**src/hdl/awc_pkg.sv**
```systemverilog
// Purpose: Constants and types for the area wait configuration block.
// Assumes: AXI4-Lite register access with 32-bit data words.
// Notes: Eight external areas, each with a cycle length and wait count.
package awc_pkg;

  localparam int AWC_ADDR_W = 4;
  localparam int AWC_AREAS = 8;
  localparam int AWC_WFIELD_W = 3;
  localparam int AWC_WFIELD_STRIDE = 4;

  // ----------------------------------------------------------------
  // Register map
  // ----------------------------------------------------------------
  localparam logic [3:0] AWC_OFS_AREA_ACCESS_STATE_CONTROL = 4'h0;
  localparam logic [3:0] AWC_OFS_WAIT_COUNT_AREAS_7_TO_4 = 4'h4;
  localparam logic [3:0] AWC_OFS_WAIT_COUNT_AREAS_3_TO_0 = 4'h8;
  localparam logic [3:0] AWC_OFS_STATUS = 4'hC;

  localparam logic [15:0] AWC_ASC_RESET = 16'hFF00;
  localparam logic [15:0] AWC_WAIT_RESET = 16'h7777;
  localparam logic [15:0] AWC_WAIT_MASK = 16'h7777;

  localparam int AWC_STS_STATE_LSB = 0;
  localparam int AWC_STS_AREA_LSB = 4;
  localparam int AWC_STS_BUSY_BIT = 8;

  localparam logic [1:0] AWC_RESP_OKAY = 2'h0;
  localparam logic [1:0] AWC_RESP_SLVERR = 2'h2;

  // ----------------------------------------------------------------
  // Bus cycle states
  // ----------------------------------------------------------------
  typedef enum logic [2:0] {
    AWC_ST_IDLE = 3'h0,
    AWC_ST_T1 = 3'h1,
    AWC_ST_T2 = 3'h2,
    AWC_ST_TW = 3'h3,
    AWC_ST_T3 = 3'h4
  } awc_state_type;

endpackage

```
**src/hdl/awc_cycle_timer.sv**
```systemverilog
// Purpose: Sequences one external bus cycle from the per-area settings.
// Assumes: Requests come from logic on the same clock.
// Notes: Settings are latched when a cycle starts.
`timescale 1ns/100ps
module awc_cycle_timer
  import awc_pkg::*;
(
  input logic aclk,
  input logic aresetn,
  input logic req,
  input logic [2:0] area,
  input logic [7:0] three_state,
  input logic [15:0] wait_hi,
  input logic [15:0] wait_lo,
  output awc_state_type state_ff,
  output logic [2:0] area_ff,
  output logic busy_ff,
  output logic strobe_ff,
  output logic done_ff
);

  logic [AWC_WFIELD_W-1:0] wait_of [AWC_AREAS];
  awc_state_type nxt_state;
  logic [2:0] nxt_area;
  logic [2:0] cnt_ff;
  logic [2:0] nxt_cnt;
  logic long_ff;
  logic nxt_long;

  // ----------------------------------------------------------------
  // Field extraction
  // ----------------------------------------------------------------
  genvar gi;
  generate
    for (gi = 0; gi < AWC_AREAS / 2; gi++) begin : g_field
      assign wait_of[gi] =
        wait_lo[gi*AWC_WFIELD_STRIDE +: AWC_WFIELD_W];
      assign wait_of[gi+4] =
        wait_hi[gi*AWC_WFIELD_STRIDE +: AWC_WFIELD_W];
    end
  endgenerate

  // ----------------------------------------------------------------
  // Sequencer
  // ----------------------------------------------------------------
  // Settings are captured at the start so a register write during a
  // cycle cannot stretch or cut the cycle under way.
  always_comb begin
    nxt_state = state_ff;
    nxt_area = area_ff;
    nxt_cnt = cnt_ff;
    nxt_long = long_ff;
    case (state_ff)
      AWC_ST_IDLE: begin
        if (req) begin
          nxt_state = AWC_ST_T1;
          nxt_area = area;
          nxt_long = three_state[area];
          nxt_cnt = three_state[area] ? wait_of[area] : 3'h0;
        end
      end
      AWC_ST_T1: begin
        nxt_state = AWC_ST_T2;
      end
      AWC_ST_T2: begin
        if (!long_ff) begin
          nxt_state = AWC_ST_IDLE;
        end else if (cnt_ff != 3'h0) begin
          nxt_state = AWC_ST_TW;
        end else begin
          nxt_state = AWC_ST_T3;
        end
      end
      AWC_ST_TW: begin
        nxt_cnt = cnt_ff - 3'h1;
        if (cnt_ff == 3'h1) begin
          nxt_state = AWC_ST_T3;
        end
      end
      AWC_ST_T3: begin
        nxt_state = AWC_ST_IDLE;
      end
      default: begin
        nxt_state = AWC_ST_IDLE;
      end
    endcase
  end

  always_ff @(posedge aclk) begin
    if (!aresetn) begin
      state_ff <= AWC_ST_IDLE;
      area_ff <= 3'h0;
      cnt_ff <= 3'h0;
      long_ff <= 1'b0;
      busy_ff <= 1'b0;
      strobe_ff <= 1'b0;
      done_ff <= 1'b0;
    end else begin
      state_ff <= nxt_state;
      area_ff <= nxt_area;
      cnt_ff <= nxt_cnt;
      long_ff <= nxt_long;
      busy_ff <= (nxt_state != AWC_ST_IDLE);
      strobe_ff <= (nxt_state == AWC_ST_T2) || (nxt_state == AWC_ST_TW)
        || (nxt_state == AWC_ST_T3);
      done_ff <= (state_ff != AWC_ST_IDLE) && (nxt_state == AWC_ST_IDLE);
    end
  end

endmodule

```
**src/hdl/awc_top.sv**
```systemverilog
// Purpose: Per-area access state and wait count registers with cycle timer.
// Assumes: AXI4-Lite master keeps one write and one read outstanding.
// Notes: Writes answer one cycle after both halves are held.
`timescale 1ns/100ps
module awc_top
  import awc_pkg::*;
(
  input logic aclk,
  input logic aresetn,
  input logic [AWC_ADDR_W-1:0] awaddr,
  input logic [2:0] awprot,
  input logic awvalid,
  output logic awready,
  input logic [31:0] wdata,
  input logic [3:0] wstrb,
  input logic wvalid,
  output logic wready,
  output logic [1:0] bresp,
  output logic bvalid,
  input logic bready,
  input logic [AWC_ADDR_W-1:0] araddr,
  input logic [2:0] arprot,
  input logic arvalid,
  output logic arready,
  output logic [31:0] rdata,
  output logic [1:0] rresp,
  output logic rvalid,
  input logic rready,
  input logic cyc_req,
  input logic [2:0] cyc_area,
  output awc_state_type cyc_state,
  output logic [2:0] cyc_cur_area,
  output logic cyc_busy,
  output logic cyc_strobe,
  output logic cyc_done,
  output logic [7:0] area_three_state_sel,
  output logic [15:0] wait_count_hi,
  output logic [15:0] wait_count_lo
);

  logic awready_ff;
  logic wready_ff;
  logic bvalid_ff;
  logic [1:0] bresp_ff;
  logic arready_ff;
  logic rvalid_ff;
  logic [1:0] rresp_ff;
  logic [31:0] rdata_ff;
  logic aw_hold_ff;
  logic w_hold_ff;
  logic [AWC_ADDR_W-1:0] wofs_ff;
  logic [31:0] wdata_ff;
  logic [3:0] wstrb_ff;
  logic [7:0] area_access_state_control_ff;
  logic [15:0] wait_count_areas_7_to_4_ff;
  logic [15:0] wait_count_areas_3_to_0_ff;
  logic aw_take;
  logic w_take;
  logic ar_take;
  logic do_write;
  logic nxt_aw_hold;
  logic nxt_w_hold;
  logic nxt_rvalid;
  logic wr_hit;
  logic rd_hit;
  logic [31:0] rd_word;
  logic [15:0] sts_word;

  // ----------------------------------------------------------------
  // Output wiring
  // ----------------------------------------------------------------
  assign awready = awready_ff;
  assign wready = wready_ff;
  assign bvalid = bvalid_ff;
  assign bresp = bresp_ff;
  assign arready = arready_ff;
  assign rvalid = rvalid_ff;
  assign rresp = rresp_ff;
  assign rdata = rdata_ff;
  assign area_three_state_sel = area_access_state_control_ff;
  assign wait_count_hi = wait_count_areas_7_to_4_ff;
  assign wait_count_lo = wait_count_areas_3_to_0_ff;

  // ----------------------------------------------------------------
  // Write channel
  // ----------------------------------------------------------------
  // Address and data are held separately so the master may offer them
  // in either order; the write commits once both are present.
  assign aw_take = awvalid && awready_ff;
  assign w_take = wvalid && wready_ff;
  assign do_write = aw_hold_ff && w_hold_ff && !bvalid_ff;

  always_comb begin
    nxt_aw_hold = aw_hold_ff;
    nxt_w_hold = w_hold_ff;
    if (do_write) begin
      nxt_aw_hold = 1'b0;
      nxt_w_hold = 1'b0;
    end
    if (aw_take) begin
      nxt_aw_hold = 1'b1;
    end
    if (w_take) begin
      nxt_w_hold = 1'b1;
    end
  end

  always_ff @(posedge aclk) begin
    if (!aresetn) begin
      aw_hold_ff <= 1'b0;
      w_hold_ff <= 1'b0;
      awready_ff <= 1'b0;
      wready_ff <= 1'b0;
      wofs_ff <= 4'h0;
      wdata_ff <= 32'h0;
      wstrb_ff <= 4'h0;
    end else begin
      aw_hold_ff <= nxt_aw_hold;
      w_hold_ff <= nxt_w_hold;
      awready_ff <= !nxt_aw_hold;
      wready_ff <= !nxt_w_hold;
      if (aw_take) begin
        wofs_ff <= awaddr;
      end
      if (w_take) begin
        wdata_ff <= wdata;
        wstrb_ff <= wstrb;
      end
    end
  end

  always_comb begin
    if (wofs_ff == AWC_OFS_AREA_ACCESS_STATE_CONTROL) begin
      wr_hit = 1'b1;
    end else if (wofs_ff == AWC_OFS_WAIT_COUNT_AREAS_7_TO_4) begin
      wr_hit = 1'b1;
    end else if (wofs_ff == AWC_OFS_WAIT_COUNT_AREAS_3_TO_0) begin
      wr_hit = 1'b1;
    end else if (wofs_ff == AWC_OFS_STATUS) begin
      wr_hit = 1'b1;
    end else begin
      wr_hit = 1'b0;
    end
  end

  always_ff @(posedge aclk) begin
    if (!aresetn) begin
      bvalid_ff <= 1'b0;
      bresp_ff <= AWC_RESP_OKAY;
    end else if (do_write) begin
      bvalid_ff <= 1'b1;
      bresp_ff <= wr_hit ? AWC_RESP_OKAY : AWC_RESP_SLVERR;
    end else if (bready) begin
      bvalid_ff <= 1'b0;
    end
  end

  // ----------------------------------------------------------------
  // Configuration registers
  // ----------------------------------------------------------------
  // The low byte of the select register has no storage at all.
  always_ff @(posedge aclk) begin
    if (!aresetn) begin
      area_access_state_control_ff <= AWC_ASC_RESET[15:8];
    end else if (do_write && wstrb_ff[1] &&
                 wofs_ff == AWC_OFS_AREA_ACCESS_STATE_CONTROL) begin
      area_access_state_control_ff <= wdata_ff[15:8];
    end
  end

  // Reserved positions are forced to zero on every write.
  always_ff @(posedge aclk) begin
    if (!aresetn) begin
      wait_count_areas_7_to_4_ff <= AWC_WAIT_RESET;
    end else if (do_write &&
                 wofs_ff == AWC_OFS_WAIT_COUNT_AREAS_7_TO_4) begin
      if (wstrb_ff[0]) begin
        wait_count_areas_7_to_4_ff[7:0] <=
          wdata_ff[7:0] & AWC_WAIT_MASK[7:0];
      end
      if (wstrb_ff[1]) begin
        wait_count_areas_7_to_4_ff[15:8] <=
          wdata_ff[15:8] & AWC_WAIT_MASK[15:8];
      end
    end
  end

  always_ff @(posedge aclk) begin
    if (!aresetn) begin
      wait_count_areas_3_to_0_ff <= AWC_WAIT_RESET;
    end else if (do_write &&
                 wofs_ff == AWC_OFS_WAIT_COUNT_AREAS_3_TO_0) begin
      if (wstrb_ff[0]) begin
        wait_count_areas_3_to_0_ff[7:0] <=
          wdata_ff[7:0] & AWC_WAIT_MASK[7:0];
      end
      if (wstrb_ff[1]) begin
        wait_count_areas_3_to_0_ff[15:8] <=
          wdata_ff[15:8] & AWC_WAIT_MASK[15:8];
      end
    end
  end

  // ----------------------------------------------------------------
  // Read channel
  // ----------------------------------------------------------------
  assign ar_take = arvalid && arready_ff;
  assign nxt_rvalid = ar_take || (rvalid_ff && !rready);

  always_comb begin
    sts_word = 16'h0;
    sts_word[AWC_STS_STATE_LSB +: 3] = cyc_state;
    sts_word[AWC_STS_AREA_LSB +: 3] = cyc_cur_area;
    sts_word[AWC_STS_BUSY_BIT] = cyc_busy;
  end

  always_comb begin
    rd_hit = 1'b1;
    if (araddr == AWC_OFS_AREA_ACCESS_STATE_CONTROL) begin
      rd_word = {16'h0, area_access_state_control_ff, 8'h00};
    end else if (araddr == AWC_OFS_WAIT_COUNT_AREAS_7_TO_4) begin
      rd_word = {16'h0, wait_count_areas_7_to_4_ff};
    end else if (araddr == AWC_OFS_WAIT_COUNT_AREAS_3_TO_0) begin
      rd_word = {16'h0, wait_count_areas_3_to_0_ff};
    end else if (araddr == AWC_OFS_STATUS) begin
      rd_word = {16'h0, sts_word};
    end else begin
      rd_word = 32'h0;
      rd_hit = 1'b0;
    end
  end

  always_ff @(posedge aclk) begin
    if (!aresetn) begin
      rvalid_ff <= 1'b0;
      arready_ff <= 1'b0;
      rdata_ff <= 32'h0;
      rresp_ff <= AWC_RESP_OKAY;
    end else begin
      rvalid_ff <= nxt_rvalid;
      arready_ff <= !nxt_rvalid;
      if (ar_take) begin
        rdata_ff <= rd_word;
        rresp_ff <= rd_hit ? AWC_RESP_OKAY : AWC_RESP_SLVERR;
      end
    end
  end

  // ----------------------------------------------------------------
  // Bus cycle timer
  // ----------------------------------------------------------------
  awc_cycle_timer u_timer (
    .aclk(aclk),
    .aresetn(aresetn),
    .req(cyc_req),
    .area(cyc_area),
    .three_state(area_access_state_control_ff),
    .wait_hi(wait_count_areas_7_to_4_ff),
    .wait_lo(wait_count_areas_3_to_0_ff),
    .state_ff(cyc_state),
    .area_ff(cyc_cur_area),
    .busy_ff(cyc_busy),
    .strobe_ff(cyc_strobe),
    .done_ff(cyc_done)
  );

  // ----------------------------------------------------------------
  // Checks
  // ----------------------------------------------------------------
  logic acc;
  logic hlp_long_ff;
  logic [2:0] hlp_wait_ff;
  logic [2:0] tw_cnt_ff;
  logic [3:0] rofs_ff;
  logic [15:0] wsel;

  assign acc = cyc_req && (cyc_state == AWC_ST_IDLE);
  assign wsel = cyc_area[2] ? wait_count_areas_7_to_4_ff
                            : wait_count_areas_3_to_0_ff;

  always_ff @(posedge aclk) begin
    if (!aresetn) begin
      hlp_long_ff <= 1'b0;
      hlp_wait_ff <= 3'h0;
      tw_cnt_ff <= 3'h0;
      rofs_ff <= 4'h0;
    end else begin
      if (acc) begin
        hlp_long_ff <= area_access_state_control_ff[cyc_area];
        hlp_wait_ff <= wsel[4*cyc_area[1:0] +: 3];
        tw_cnt_ff <= 3'h0;
      end else if (cyc_state == AWC_ST_TW) begin
        tw_cnt_ff <= tw_cnt_ff + 3'h1;
      end
      if (ar_take) begin
        rofs_ff <= araddr;
      end
    end
  end
endmodule

```
**config.mk**
```make
export PLATFORM = sky130hd
export DESIGN_NAME = awc_top
export DESIGN_NICKNAME = d
export VERILOG_FILES = /design/src/hdl/awc_pkg.sv /design/src/hdl/awc_cycle_timer.sv /design/src/hdl/awc_top.sv
export SDC_FILE = /design/constraint.sdc
export NUM_CORES = 1
export LEC_CHECK = 0
export BUFFER_PORTS_ARGS = -buffer_cell sky130_fd_sc_hd__buf_2
export CAP_MARGIN = 20
export CORE_MARGIN = 2
export CORE_UTILIZATION = 38
export CTS_BUF_LIST = sky130_fd_sc_hd__clkbuf_8
export CTS_CLUSTER_SIZE = 40
export DETAILED_ROUTE_END_ITERATION = 6
export GPL_ROUTABILITY_DRIVEN = 0
export GPL_TIMING_DRIVEN = 0
export HOLD_SLACK_MARGIN = 0.08
export SLEW_MARGIN = 30
export SYNTH_ARGS = -nofsm -noshare
export SYNTH_HDL_FRONTEND = slang
export SYNTH_SLANG_ARGS = --single-unit
export TNS_END_PERCENT = 50
```
**constraint.sdc**
```tcl
create_clock -name aclk -period 1.92 [get_ports aclk]
set_input_delay 0.384 -clock aclk [delete_from_list [all_inputs] [get_ports aclk]]
set_output_delay 0.384 -clock aclk [all_outputs]
set_load 0.05 [all_outputs]
```
* Yosys cells after proc, flatten, opt, wreduce, memory -nomap -nowiden *
Index checks and enable logic that the tools add are counted.

storage, ports and cells
  logic and storage cells = 110
  bits of input ports = 61
  output and inout bits = 90
  bits in latches = 0
  bits in read-only memories = 0
  memory bits (writable) = 0
  flip-flop bits (word level) = 110
  memories kept = 0

cells by class
  $lt $le $gt $ge = 2
  eq/ne operators = 14
  multiplexer cells = 33
  bitwise logic cells = 1
  div/mod/pow operators = 0
  reduce and logical (&&, ||, !) cells = 34
  multipliers = 0
  add/sub/neg operators = 1
  shift-type cells = 0

operators with widths
  cell                                                                  number
  15-bit 2-to-1 mux                                                     2
  3-bit 2-to-1 mux                                                      8
  4-bit == test, second input constant                                  4
  16-bit 2-to-1 mux                                                     1
  1-bit 2-to-1 mux                                                      15
  3-bit by 2-bit == test with 1-bit output, second input constant       4
  3-bit one-hot mux with 4 select lines                                 1
  2-bit AND reduction                                                   6
  1-bit logical AND                                                     11
  3-bit binary-select mux with 3-bit select                             1
  9-bit 2-to-1 mux                                                      1
  3-bit nonzero test                                                    3
  4-bit by 3-bit == test with 1-bit output, second input constant       2
  4-bit logical NOT                                                     2
  3-bit by 1-bit == test with 1-bit output, second input constant       2
  3-bit logical NOT                                                     2
  3-bit one-hot mux with 2 select lines                                 1
  1-bit logical NOT                                                     5
  4-bit >= comparator, second input constant                            1
  3-bit by 4-bit < comparator with 1-bit output, second input constant  1
  2-bit 2-to-1 mux                                                      2
  3-bit inverter with 4-bit output                                      1
  2-bit nonzero test                                                    2
  1-bit binary-select mux with 3-bit select                             1
  other kinds (4)                                                       6

* Depth between registers and ports, before layout *
Gate-level depths: netlist of the first run.

  depth in word-level cells = 7
  gate-level depth with buffers = 6
  mapped depth without buffers = 6

* Hierarchy *
A second synthesis of the first run with hierarchy kept.

second synthesis, totals
  cell total of the unflattened synthesis = 456
  area total of the unflattened synthesis = 4296.6 µm²

modules (own cells, without submodules)
  module           seq. area each (µm²)  times used  area an instance (µm²)  cells an instance
  awc_top          1501.4                1           3405.8                  369
  awc_cycle_timer  260.2                 1           890.9                   87

* Least setup slack after synthesis of the first run *
No wires, ideal clock.

  kind = reg2reg
  start point = register u_timer.state_ff[0]
  end point = register u_timer.state_ff[0]
  path slack = 0.052 ns
  data arrival time = 1.753 ns
  required time = 1.805 ns
  period minus slack after synthesis = 1.868 ns
  cell stages (with the launch flop) = 6
  library setup time = 0.115 ns
  buffers on the path = 1
  cells stage by stage = dfxtp_1 > buf_2 > and4bb_2 > o2bb2ai_1 > or3b_1 > and2_1

between the ends
  cells in the longest elaborated chain, start to end = 2
  elaborated cells between the ends (all ways) = 7
  classes of those cells = eq/ne: 3; mux: 3; reduce/logical: 1

RTL lines
  what                                                                    RTL line               source
  from (decl)                                                             awc_cycle_timer.sv:15  output awc_state_type state_ff,
  from (signal assigned)                                                  awc_cycle_timer.sv:99  state_ff <= nxt_state;
  3-bit by 2-bit == test with 1-bit output, or another cell as far along  awc_cycle_timer.sv:53  case (state_ff)
  3-bit one-hot mux with 4 select lines *                                 awc_cycle_timer.sv:53

Every way passes the cells marked *; elsewhere a longest branch is shown, timed or not.
A chain may end at the register's enable or synchronous reset.

* Final worst setup path of the first run *
  start point = register bvalid_ff, in the netlist bvalid
  end point = register wait_count_areas_7_to_4_ff[0], in the netlist wait_count_hi[0]

between the ends
  cells in the longest elaborated chain, start to end = 4

RTL lines
  what                                  RTL line        source
  from (decl)                           awc_top.sv:43   logic bvalid_ff;
  from (signal assigned)                awc_top.sv:148  bvalid_ff <= 1'b0;
  from (signal assigned)                awc_top.sv:151  bvalid_ff <= 1'b1;
  from (signal assigned)                awc_top.sv:154  bvalid_ff <= 1'b0;
  1-bit logical NOT                     awc_top.sv:91   assign do_write = aw_hold_ff && w_hold_ff && !bvalid_ff;
  1-bit logical AND                     awc_top.sv:91
  1-bit logical AND                     awc_top.sv:175  end else if (do_write &&
  2-bit AND reduction (no source line)  -
  to (signal assigned)                  awc_top.sv:178  wait_count_areas_7_to_4_ff[7:0] <=
  to (decl)                             awc_top.sv:55   logic [15:0] wait_count_areas_7_to_4_ff;

Every way passes these cells.

==> results.py, run 1 <==
metrics = {
    "hold_path": {
        "whs_path_depth": 3,
        "holdCritPathClass": "in -> reg",
    },
    "worst_setup_path": {
        "timing.critical_path.arrival_ns": 1.99,
        "cpMaxStageDelayCell": "sky130_fd_sc_hd__dfxtp_1",
        "critical-path-max-stage-delay_ns": 0.34,
        "regToRegSetupSlack_ns": 0.21,
        "cp.buffers_inverters": 2,
        "reg2regPathDepth": 6,
        "worstSetupPathDepth": 6,
        "timing.critical_path.fanout_max": 6,
        "critical_path.cell_chain": "and3b_1 > buf_2 > nand2_1 > nor4bb_1 > buf_2 > mux2i_1",
        "worst_path_most_repeated_cell": "sky130_fd_sc_hd__buf_2",
        "critical-path-top-delay-family": "simple AND/OR/NAND/NOR gates",
        "setup.worst_path.start_class": "flop",
        "timing.critical_path.required_ns": 2.21,
        "critPathCaptureType": "flop",
        "worstSetupPathType": "reg -> reg",
    },
    "routing": {
        "post-route-drc-count": 0,
        "wl_per_cell_um": 15.5,
        "route.final.wire_length_um": 11200,
        "final_antenna_violating_net_count": 0,
        "drt-pass1-iter-count": 4,
        "num_vias": 3526,
        "first_iter_violations": 139,
        "detail_route.vias_per_cell": 4.88,
    },
    "floorplan": {
        "die-width_um": 108,
        "die_h_um": 108,
        "rows": 37,
        "fp.coreArea_um2": 10400,
        "io_pins": 151,
        "design.die.area_um2": 11700,
        "start_util_pct": 39.5,
    },
    "cts": {
        "cts-hold-fix-buffers": 0,
        "cts.repair_timing.setup_buffer_count": 0,
        "clock-sinks": 88,
        "cts_buffers": 9,
        "clk_latency_ns": 0.35,
        "clk_pin_slew_worst_paths_ns": 0.09,
        "cts_root_buf": "sky130_fd_sc_hd__clkbuf_8",
        "cts-htree-levels": 3,
        "cts_max_path_buffers": 2,
        "postCtsResizedCells": 0,
        "cts_tree": "built",
    },
    "global_routing": {
        "top_usage_layer": "met2",
        "largest_net_degree_at_the_start_of_global_routing": 16,
        "grt_pass1_wl_um": 17100,
        "grt_pass1_vias": 3293,
        "groute.usage.overall_pct": 19.2,
        "met2_usage_pct": 34.3,
        "grt_overflow": 0,
        "grt_antenna_before_repair": 0,
        "met1_usage_pct": 22.9,
        "met3_usage_pct": 5.24,
    },
    "logic_synthesis": {
        "ys_seq_elements": 88,
        "synth_top_cells_by_count": "sky130_fd_sc_hd__dfxtp_1 (88), sky130_fd_sc_hd__nand2_1 (63), sky130_fd_sc_hd__nor2_1 (46), sky130_fd_sc_hd__mux2i_1 (39), sky130_fd_sc_hd__a21oi_1 (38)",
        "yosysWarningCount": 0,
        "post_synth_num_cell_types": 48,
        "synth_area_um2": 4120,
        "top_area_cells_in_the_synthesized_netlist": "sky130_fd_sc_hd__dfxtp_1 (43%), sky130_fd_sc_hd__mux2i_1 (9.5%), sky130_fd_sc_hd__nand2_1 (5.7%), sky130_fd_sc_hd__buf_4 (5.1%), sky130_fd_sc_hd__a21oi_1 (4.6%)",
        "synth-main-ff-cell": "sky130_fd_sc_hd__dfxtp_1",
        "top_count_cell_post_synth": "sky130_fd_sc_hd__dfxtp_1",
        "post_synthesis_mean_instance_area_um2": 9.14,
        "yosysSeqAreaShare_pct": 42.8,
        "post_synth_edffs": 0,
        "post_synth_inst_count": 450,
        "synth_area_leader_cell": "sky130_fd_sc_hd__dfxtp_1",
        "synthDominantCellAreaShare_pct": 42.8,
        "asyncSetResetFlopFracSynth_pct": 0,
    },
    "power_and_ir_drop": {
        "seq_power_share_pct": 48.7,
        "p_switching_mw": 1.20,
        "clock_network_fraction_of_total_power_pct": 34.1,
        "switching_share_pct": 30.0,
        "internal_power_mw": 2.79,
        "max-vdd-ir-drop_v": 0.000437,
        "share_of_power_burned_in_combinational_logic_pct": 17.2,
        "pwr_density_cell_nw_per_um2": 788,
        "power.leakage_nw": 2.25,
    },
    "timing": {
        "finalCritPeriodShare_pct": 88.9,
        "rsz0062_at_grt": "no",
        "layout_min_cycle_time_ns": 1.71,
        "max_slew.worst_pin.slew_ns": 0.705,
        "setup_slack_ns": 0.213,
        "finalSetupViolations": 0,
        "hold_violations": 0,
        "timing.max_slew.rel_slack_pct": 53.0,
        "fmaxAchievable_mhz": 586,
        "final-max-slew-violation-count": 0,
        "clock-skew-final_ns": 0.00820,
    },
    "placement": {
        "placedCellCount": 706,
        "dpl-instance-area_um2": 4850,
        "detailedPlace.worstSlack_ns": -0.124,
        "detailedPlacementHpwl_um": 8670,
        "portBuffers": 93,
    },
    "run_status": {
        "run_status": "completed",
    },
    "cells_and_area": {
        "layout.nets": 645,
        "drive_above_1_share_pct": 28.3,
        "finish.instance_area_um2": 5070,
        "synthToLayoutAreaGrowth_pct": 23.1,
        "post_layout_nonfiller_instances": 722,
        "antenna_cells_inserted": 0,
    },
    "job": {
        "max_cap_viol_count": 0,
    },
}
[final timing paths]
kind	start	to
min reg2reg	wdata_ff[11]$_SDFFE_PN0P_	wdata_ff[11]$_SDFFE_PN0P_
min	wdata[14]	wdata_ff[14]$_SDFFE_PN0P_
max reg2reg	bvalid$_SDFFE_PN0P_	wait_count_hi[0]$_SDFFE_PN1P_
max	bvalid$_SDFFE_PN0P_	wait_count_hi[0]$_SDFFE_PN1P_
[cell usage in the layout, fill, tap and decap left out, types with 2 or more instances in the layout]
master / synthesis / final
sky130_fd_sc_hd__mux4_2: 2 / 2
sky130_fd_sc_hd__nor2_1: 46 / 46
sky130_fd_sc_hd__o221ai_1: 5 / 5
sky130_fd_sc_hd__clkinvlp_4: 0 / 2
sky130_fd_sc_hd__conb_1: 1 / 28
sky130_fd_sc_hd__and3b_1: 2 / 2
sky130_fd_sc_hd__clkbuf_8: 0 / 11
sky130_fd_sc_hd__ha_1: 3 / 3
sky130_fd_sc_hd__buf_1: 2 / 2
sky130_fd_sc_hd__nand2b_1: 5 / 5
sky130_fd_sc_hd__dfxtp_1: 88 / 88
sky130_fd_sc_hd__a2bb2oi_1: 6 / 6
sky130_fd_sc_hd__o2bb2ai_1: 2 / 2
sky130_fd_sc_hd__o21ai_0: 9 / 9
sky130_fd_sc_hd__buf_2: 9 / 102
sky130_fd_sc_hd__a211oi_1: 2 / 2
sky130_fd_sc_hd__nand3_1: 8 / 8
sky130_fd_sc_hd__buf_4: 28 / 28
sky130_fd_sc_hd__and2_1: 5 / 5
sky130_fd_sc_hd__and3_1: 2 / 2
sky130_fd_sc_hd__mux4_1: 5 / 5
sky130_fd_sc_hd__inv_1: 11 / 11
sky130_fd_sc_hd__buf_6: 2 / 2
sky130_fd_sc_hd__nand3b_1: 4 / 4
sky130_fd_sc_hd__nand2_1: 63 / 63
sky130_fd_sc_hd__a22oi_1: 8 / 8
sky130_fd_sc_hd__clkbuf_1: 16 / 16
sky130_fd_sc_hd__mux2i_1: 39 / 39
sky130_fd_sc_hd__nand4_1: 2 / 2
sky130_fd_sc_hd__o21ba_2: 2 / 2
sky130_fd_sc_hd__nor2b_1: 9 / 9
sky130_fd_sc_hd__a21oi_1: 38 / 38
sky130_fd_sc_hd__nor4bb_1: 2 / 2
sky130_fd_sc_hd__mux2_2: 8 / 8
[state kept, by name (all words and copies together), names as in the netlist, 2 cells and up]
name	flops
wdata_ff	14
u_timer.cnt_ff	3
wait_count_hi	12
area_three_state_sel	8
u_timer.area_ff	3
u_timer.state_ff	3
wofs_ff	4
wstrb_ff	2
wait_count_lo	12
rdata	14
[worst register-to-register path, stage by stage (launching register included)]
cell,delay [ns]
sky130_fd_sc_hd__dfxtp_1,0.34
sky130_fd_sc_hd__and3b_1,0.20
sky130_fd_sc_hd__buf_2,0.16
sky130_fd_sc_hd__nand2_1,0.11
sky130_fd_sc_hd__nor4bb_1,0.34
sky130_fd_sc_hd__buf_2,0.28
sky130_fd_sc_hd__mux2i_1,0.20
[stage by stage]
stage / util (%) / setup TNS (ns) / power, mW / hold slack (ns)
finish: 48.6 / 0 / 3.99 / 0.256
CTS: 48.6 / 0 / 4.01 / 0.244
floorplan: - / 0 / 2.52 / 0.436
global placement: 46.6 / -1.30 / 2.66 / 0.445
global route: 48.6 / 0 / 4.15 / 0.239
detailed placement: 46.6 / -2.25 / 2.67 / 0.447
[cells by family (layout without fill, tap and decap cells)]
| kind of cell | Yosys count | after routing | synth area share [%] |
|---|---|---|---|
| and+or+nand+nor | 154 | 154 | 17.7 |
| other | 1 | 28 | 0.0911 |
| adders and majority gates | 3 | 3 | 0.912 |
| DFF | 88 | 88 | 42.8 |
| buffers and inverters | 68 | 177 | 9.39 |
| muxes | 56 | 56 | 16.6 |
| AOI/OAI and AO/OA | 80 | 80 | 12.5 |
[routing by layer]
metal  wire length [um]  up-vias
met4                 73        0
met3                651        6
li1                   -     1759
met1               4780     1658
met5                  0        -
met2               5680      103
[layout make-up]
cell class | instances | area, um^2
Tap cell | 136 | 170
Clock buffer | 11 | 151
Multi-Input combinational cell | 321 | 2070
Buffer | 57 | 345
Fill cell | 1058 | 5350
Inverter | 11 | 41.3
Sequential cell | 88 | 1760
Timing Repair Buffer | 93 | 465
Clock inverter | 5 | 62.6
[power by group through the flow]
stage	sequential [mW]	combinational, mW	clock [mW]
finish	1.94	0.687	1.36
global route	1.96	0.741	1.45
CTS	1.95	0.687	1.38
detailed placement	1.99	0.685	0
global placement	1.99	0.676	0
floorplan	2.09	0.427	0
(Power assumes the default switching activity.)
==> inputs of run 2 (changes only) <==
- CORE_UTILIZATION: 38 -> 30
==> run 2 against run 1 <==
  * Critical path depth stayed put
  * Wire length is 6.3% higher
  * Clock power is 9% higher
  * Highest routed layer unchanged
  * Via count is 0.54% higher
  * Total power is 3.0% higher
  * Sequential share of layout area is 0.45 points lower
==> results.py, run 2 (same netlist as run 1, synthesis figures left out) <==
metrics = {
    "cts": {
        "clock-sinks": 88,
        "clk_latency_ns": 0.37,
        "cts_max_path_buffers": 2,
        "postCtsResizedCells": 0,
        "cts_tree": "built",
        "cts.repair_timing.setup_buffer_count": 0,
        "cts-hold-fix-buffers": 0,
        "cts-htree-levels": 3,
        "cts_buffers": 9,
        "cts_root_buf": "sky130_fd_sc_hd__clkbuf_8",
        "clk_pin_slew_worst_paths_ns": 0.09,
    },
    "worst_setup_path": {
        "worstSetupPathType": "reg -> reg",
        "timing.critical_path.arrival_ns": 2.00,
        "r2r_start": "bvalid$_SDFFE_PN0P_",
        "timing.critical_path.fanout_max": 6,
        "regToRegSetupSlack_ns": 0.21,
        "critical_path.reg2reg.endpoint": "wait_count_hi[1]$_SDFFE_PN1P_",
        "timing.critical_path.required_ns": 2.21,
        "critPathCaptureType": "flop",
        "setup.worst_path.start_class": "flop",
        "reg2regPathDepth": 6,
    },
    "hold_path": {
        "worstHoldStart": "wdata[11]",
        "whs_path_depth": 3,
        "hold_end": "wdata_ff[11]$_SDFFE_PN0P_",
        "holdCritPathClass": "in -> reg",
    },
    "power_and_ir_drop": {
        "post-layout-total-power_mw": 4.11,
        "max-vdd-ir-drop_v": 0.000345,
        "power.leakage_nw": 2.27,
        "pwr_density_cell_nw_per_um2": 801,
    },
    "routing": {
        "detail_route.vias_per_cell": 4.65,
        "first_iter_violations": 185,
        "drt-pass1-iter-count": 4,
        "post-route-drc-count": 0,
        "route.final.wire_length_um": 11900,
        "num_vias": 3545,
        "wl_per_cell_um": 15.6,
        "final_antenna_violating_net_count": 0,
    },
    "global_routing": {
        "groute.usage.overall_pct": 16.2,
        "grt_pass1_vias": 3260,
        "grt_pass1_wl_um": 17900,
        "grt_overflow": 0,
        "largest_net_degree_at_the_start_of_global_routing": 16,
        "grt_antenna_before_repair": 0,
    },
    "cells_and_area": {
        "most_common_cell_after_layout_fill_and_taps_aside": "sky130_fd_sc_hd__buf_2",
        "drive_above_1_share_pct": 28.2,
        "synthToLayoutAreaGrowth_pct": 24.7,
        "layout_common_cells": "sky130_fd_sc_hd__buf_2 (102), sky130_fd_sc_hd__dfxtp_1 (88), sky130_fd_sc_hd__nand2_1 (63)",
        "layout.nets": 645,
        "post_layout_nonfiller_instances": 763,
    },
    "job": {
        "max_cap_viol_count": 0,
    },
    "timing": {
        "hold_violations": 0,
        "finalCritPeriodShare_pct": 89.1,
        "final-max-slew-violation-count": 0,
        "timing.max_slew.rel_slack_pct": 54.0,
        "fmaxAchievable_mhz": 584,
        "layout_min_cycle_time_ns": 1.71,
        "finalSetupViolations": 0,
        "clock-skew-final_ns": 0.0183,
        "max_slew.worst_pin.slew_ns": 0.690,
        "rsz0062_at_grt": "no",
    },
    "run_status": {
        "run_status": "completed",
    },
    "placement": {
        "detailedPlacementHpwl_um": 9170,
        "placedCellCount": 746,
        "portBuffers": 93,
    },
    "floorplan": {
        "fp.coreArea_um2": 13300,
        "design.die.area_um2": 14700,
        "start_util_pct": 31.0,
        "io_pins": 151,
        "rows": 42,
        "die-width_um": 121,
        "die_h_um": 121,
    },
}
[run 2: cell types whose count changed in the layout (fill, tap and decap cells not counted), sizes merged]
cell	change
bufinv	+1
diode	+1
inv	+2
clkbuf	-1
clkinvlp	-2
[run 2: critical path: stages (launching register included)]
cell and delay [ns]:
sky130_fd_sc_hd__dfxtp_1 0.35, sky130_fd_sc_hd__and3b_1 0.21, sky130_fd_sc_hd__buf_2 0.17, sky130_fd_sc_hd__nand2_1 0.11, sky130_fd_sc_hd__nor4bb_1 0.32, sky130_fd_sc_hd__buf_2 0.27, sky130_fd_sc_hd__mux2i_1 0.20
[run 2: power breakdown]
part / internal, mW / switching [mW] / total, mW
combinational: 0.221 / 0.469 / 0.690
clock: 0.776 / 0.699 / 1.48
sequential: 1.89 / 0.0513 / 1.94
[run 2: final cells by class]
cell class | count | area (um^2)
antenna | 1 | 2.50
buffer | 57 | 345
clock buffer | 10 | 138
clock inverter | 6 | 90.1
fill | 1365 | 8160
inverter | 11 | 41.3
multi-input combinational | 321 | 2070
sequential | 88 | 1760
tap | 176 | 220
timing repair buffer | 93 | 465
[run 2: per-stage QoR]
stage | utilization, % | worst slack, ns | TNS (ns) | hold slack [ns] | instance area [um^2]
after floorplan | - | 0.0525 | 0 | 0.436 | 4220
after global placement | 36.9 | -0.0534 | -0.743 | 0.444 | 4900
after detailed placement | 36.9 | -0.0975 | -1.72 | 0.445 | 4900
after CTS | 38.6 | 0.174 | 0 | 0.238 | 5130
after global routing | 38.6 | 0.0288 | 0 | 0.246 | 5130
final | 38.6 | 0.209 | 0 | 0.257 | 5130
[run 2: worst max path at each step]
| stage | cells after the start | to | from |
|---|---|---|---|
| after global routing | 6 | wait_count_hi[4]$_SDFFE_PN1P_ | bvalid$_SDFFE_PN0P_ |
| after global placement | 5 | rdata[2]$_SDFFE_PN0P_ | aresetn |
| final | 6 | wait_count_hi[1]$_SDFFE_PN1P_ | bvalid$_SDFFE_PN0P_ |
| after floorplan | 5 | u_timer.state_ff[0]$_SDFF_PN0_ | u_timer.state_ff[0]$_SDFF_PN0_ |
| after CTS | 6 | wait_count_hi[5]$_SDFFE_PN1P_ | bvalid$_SDFFE_PN0P_ |
| after detailed placement | 5 | rdata[15]$_SDFFE_PN0P_ | aresetn |
[run 2: routing by layer]
layer / wire (um) / GRT usage, %
met1: 5240 / 20.3
met2: 5610 / 27.3
met3: 873 / 4.42
met4: 178 / 4.51
met5: 0 / 0
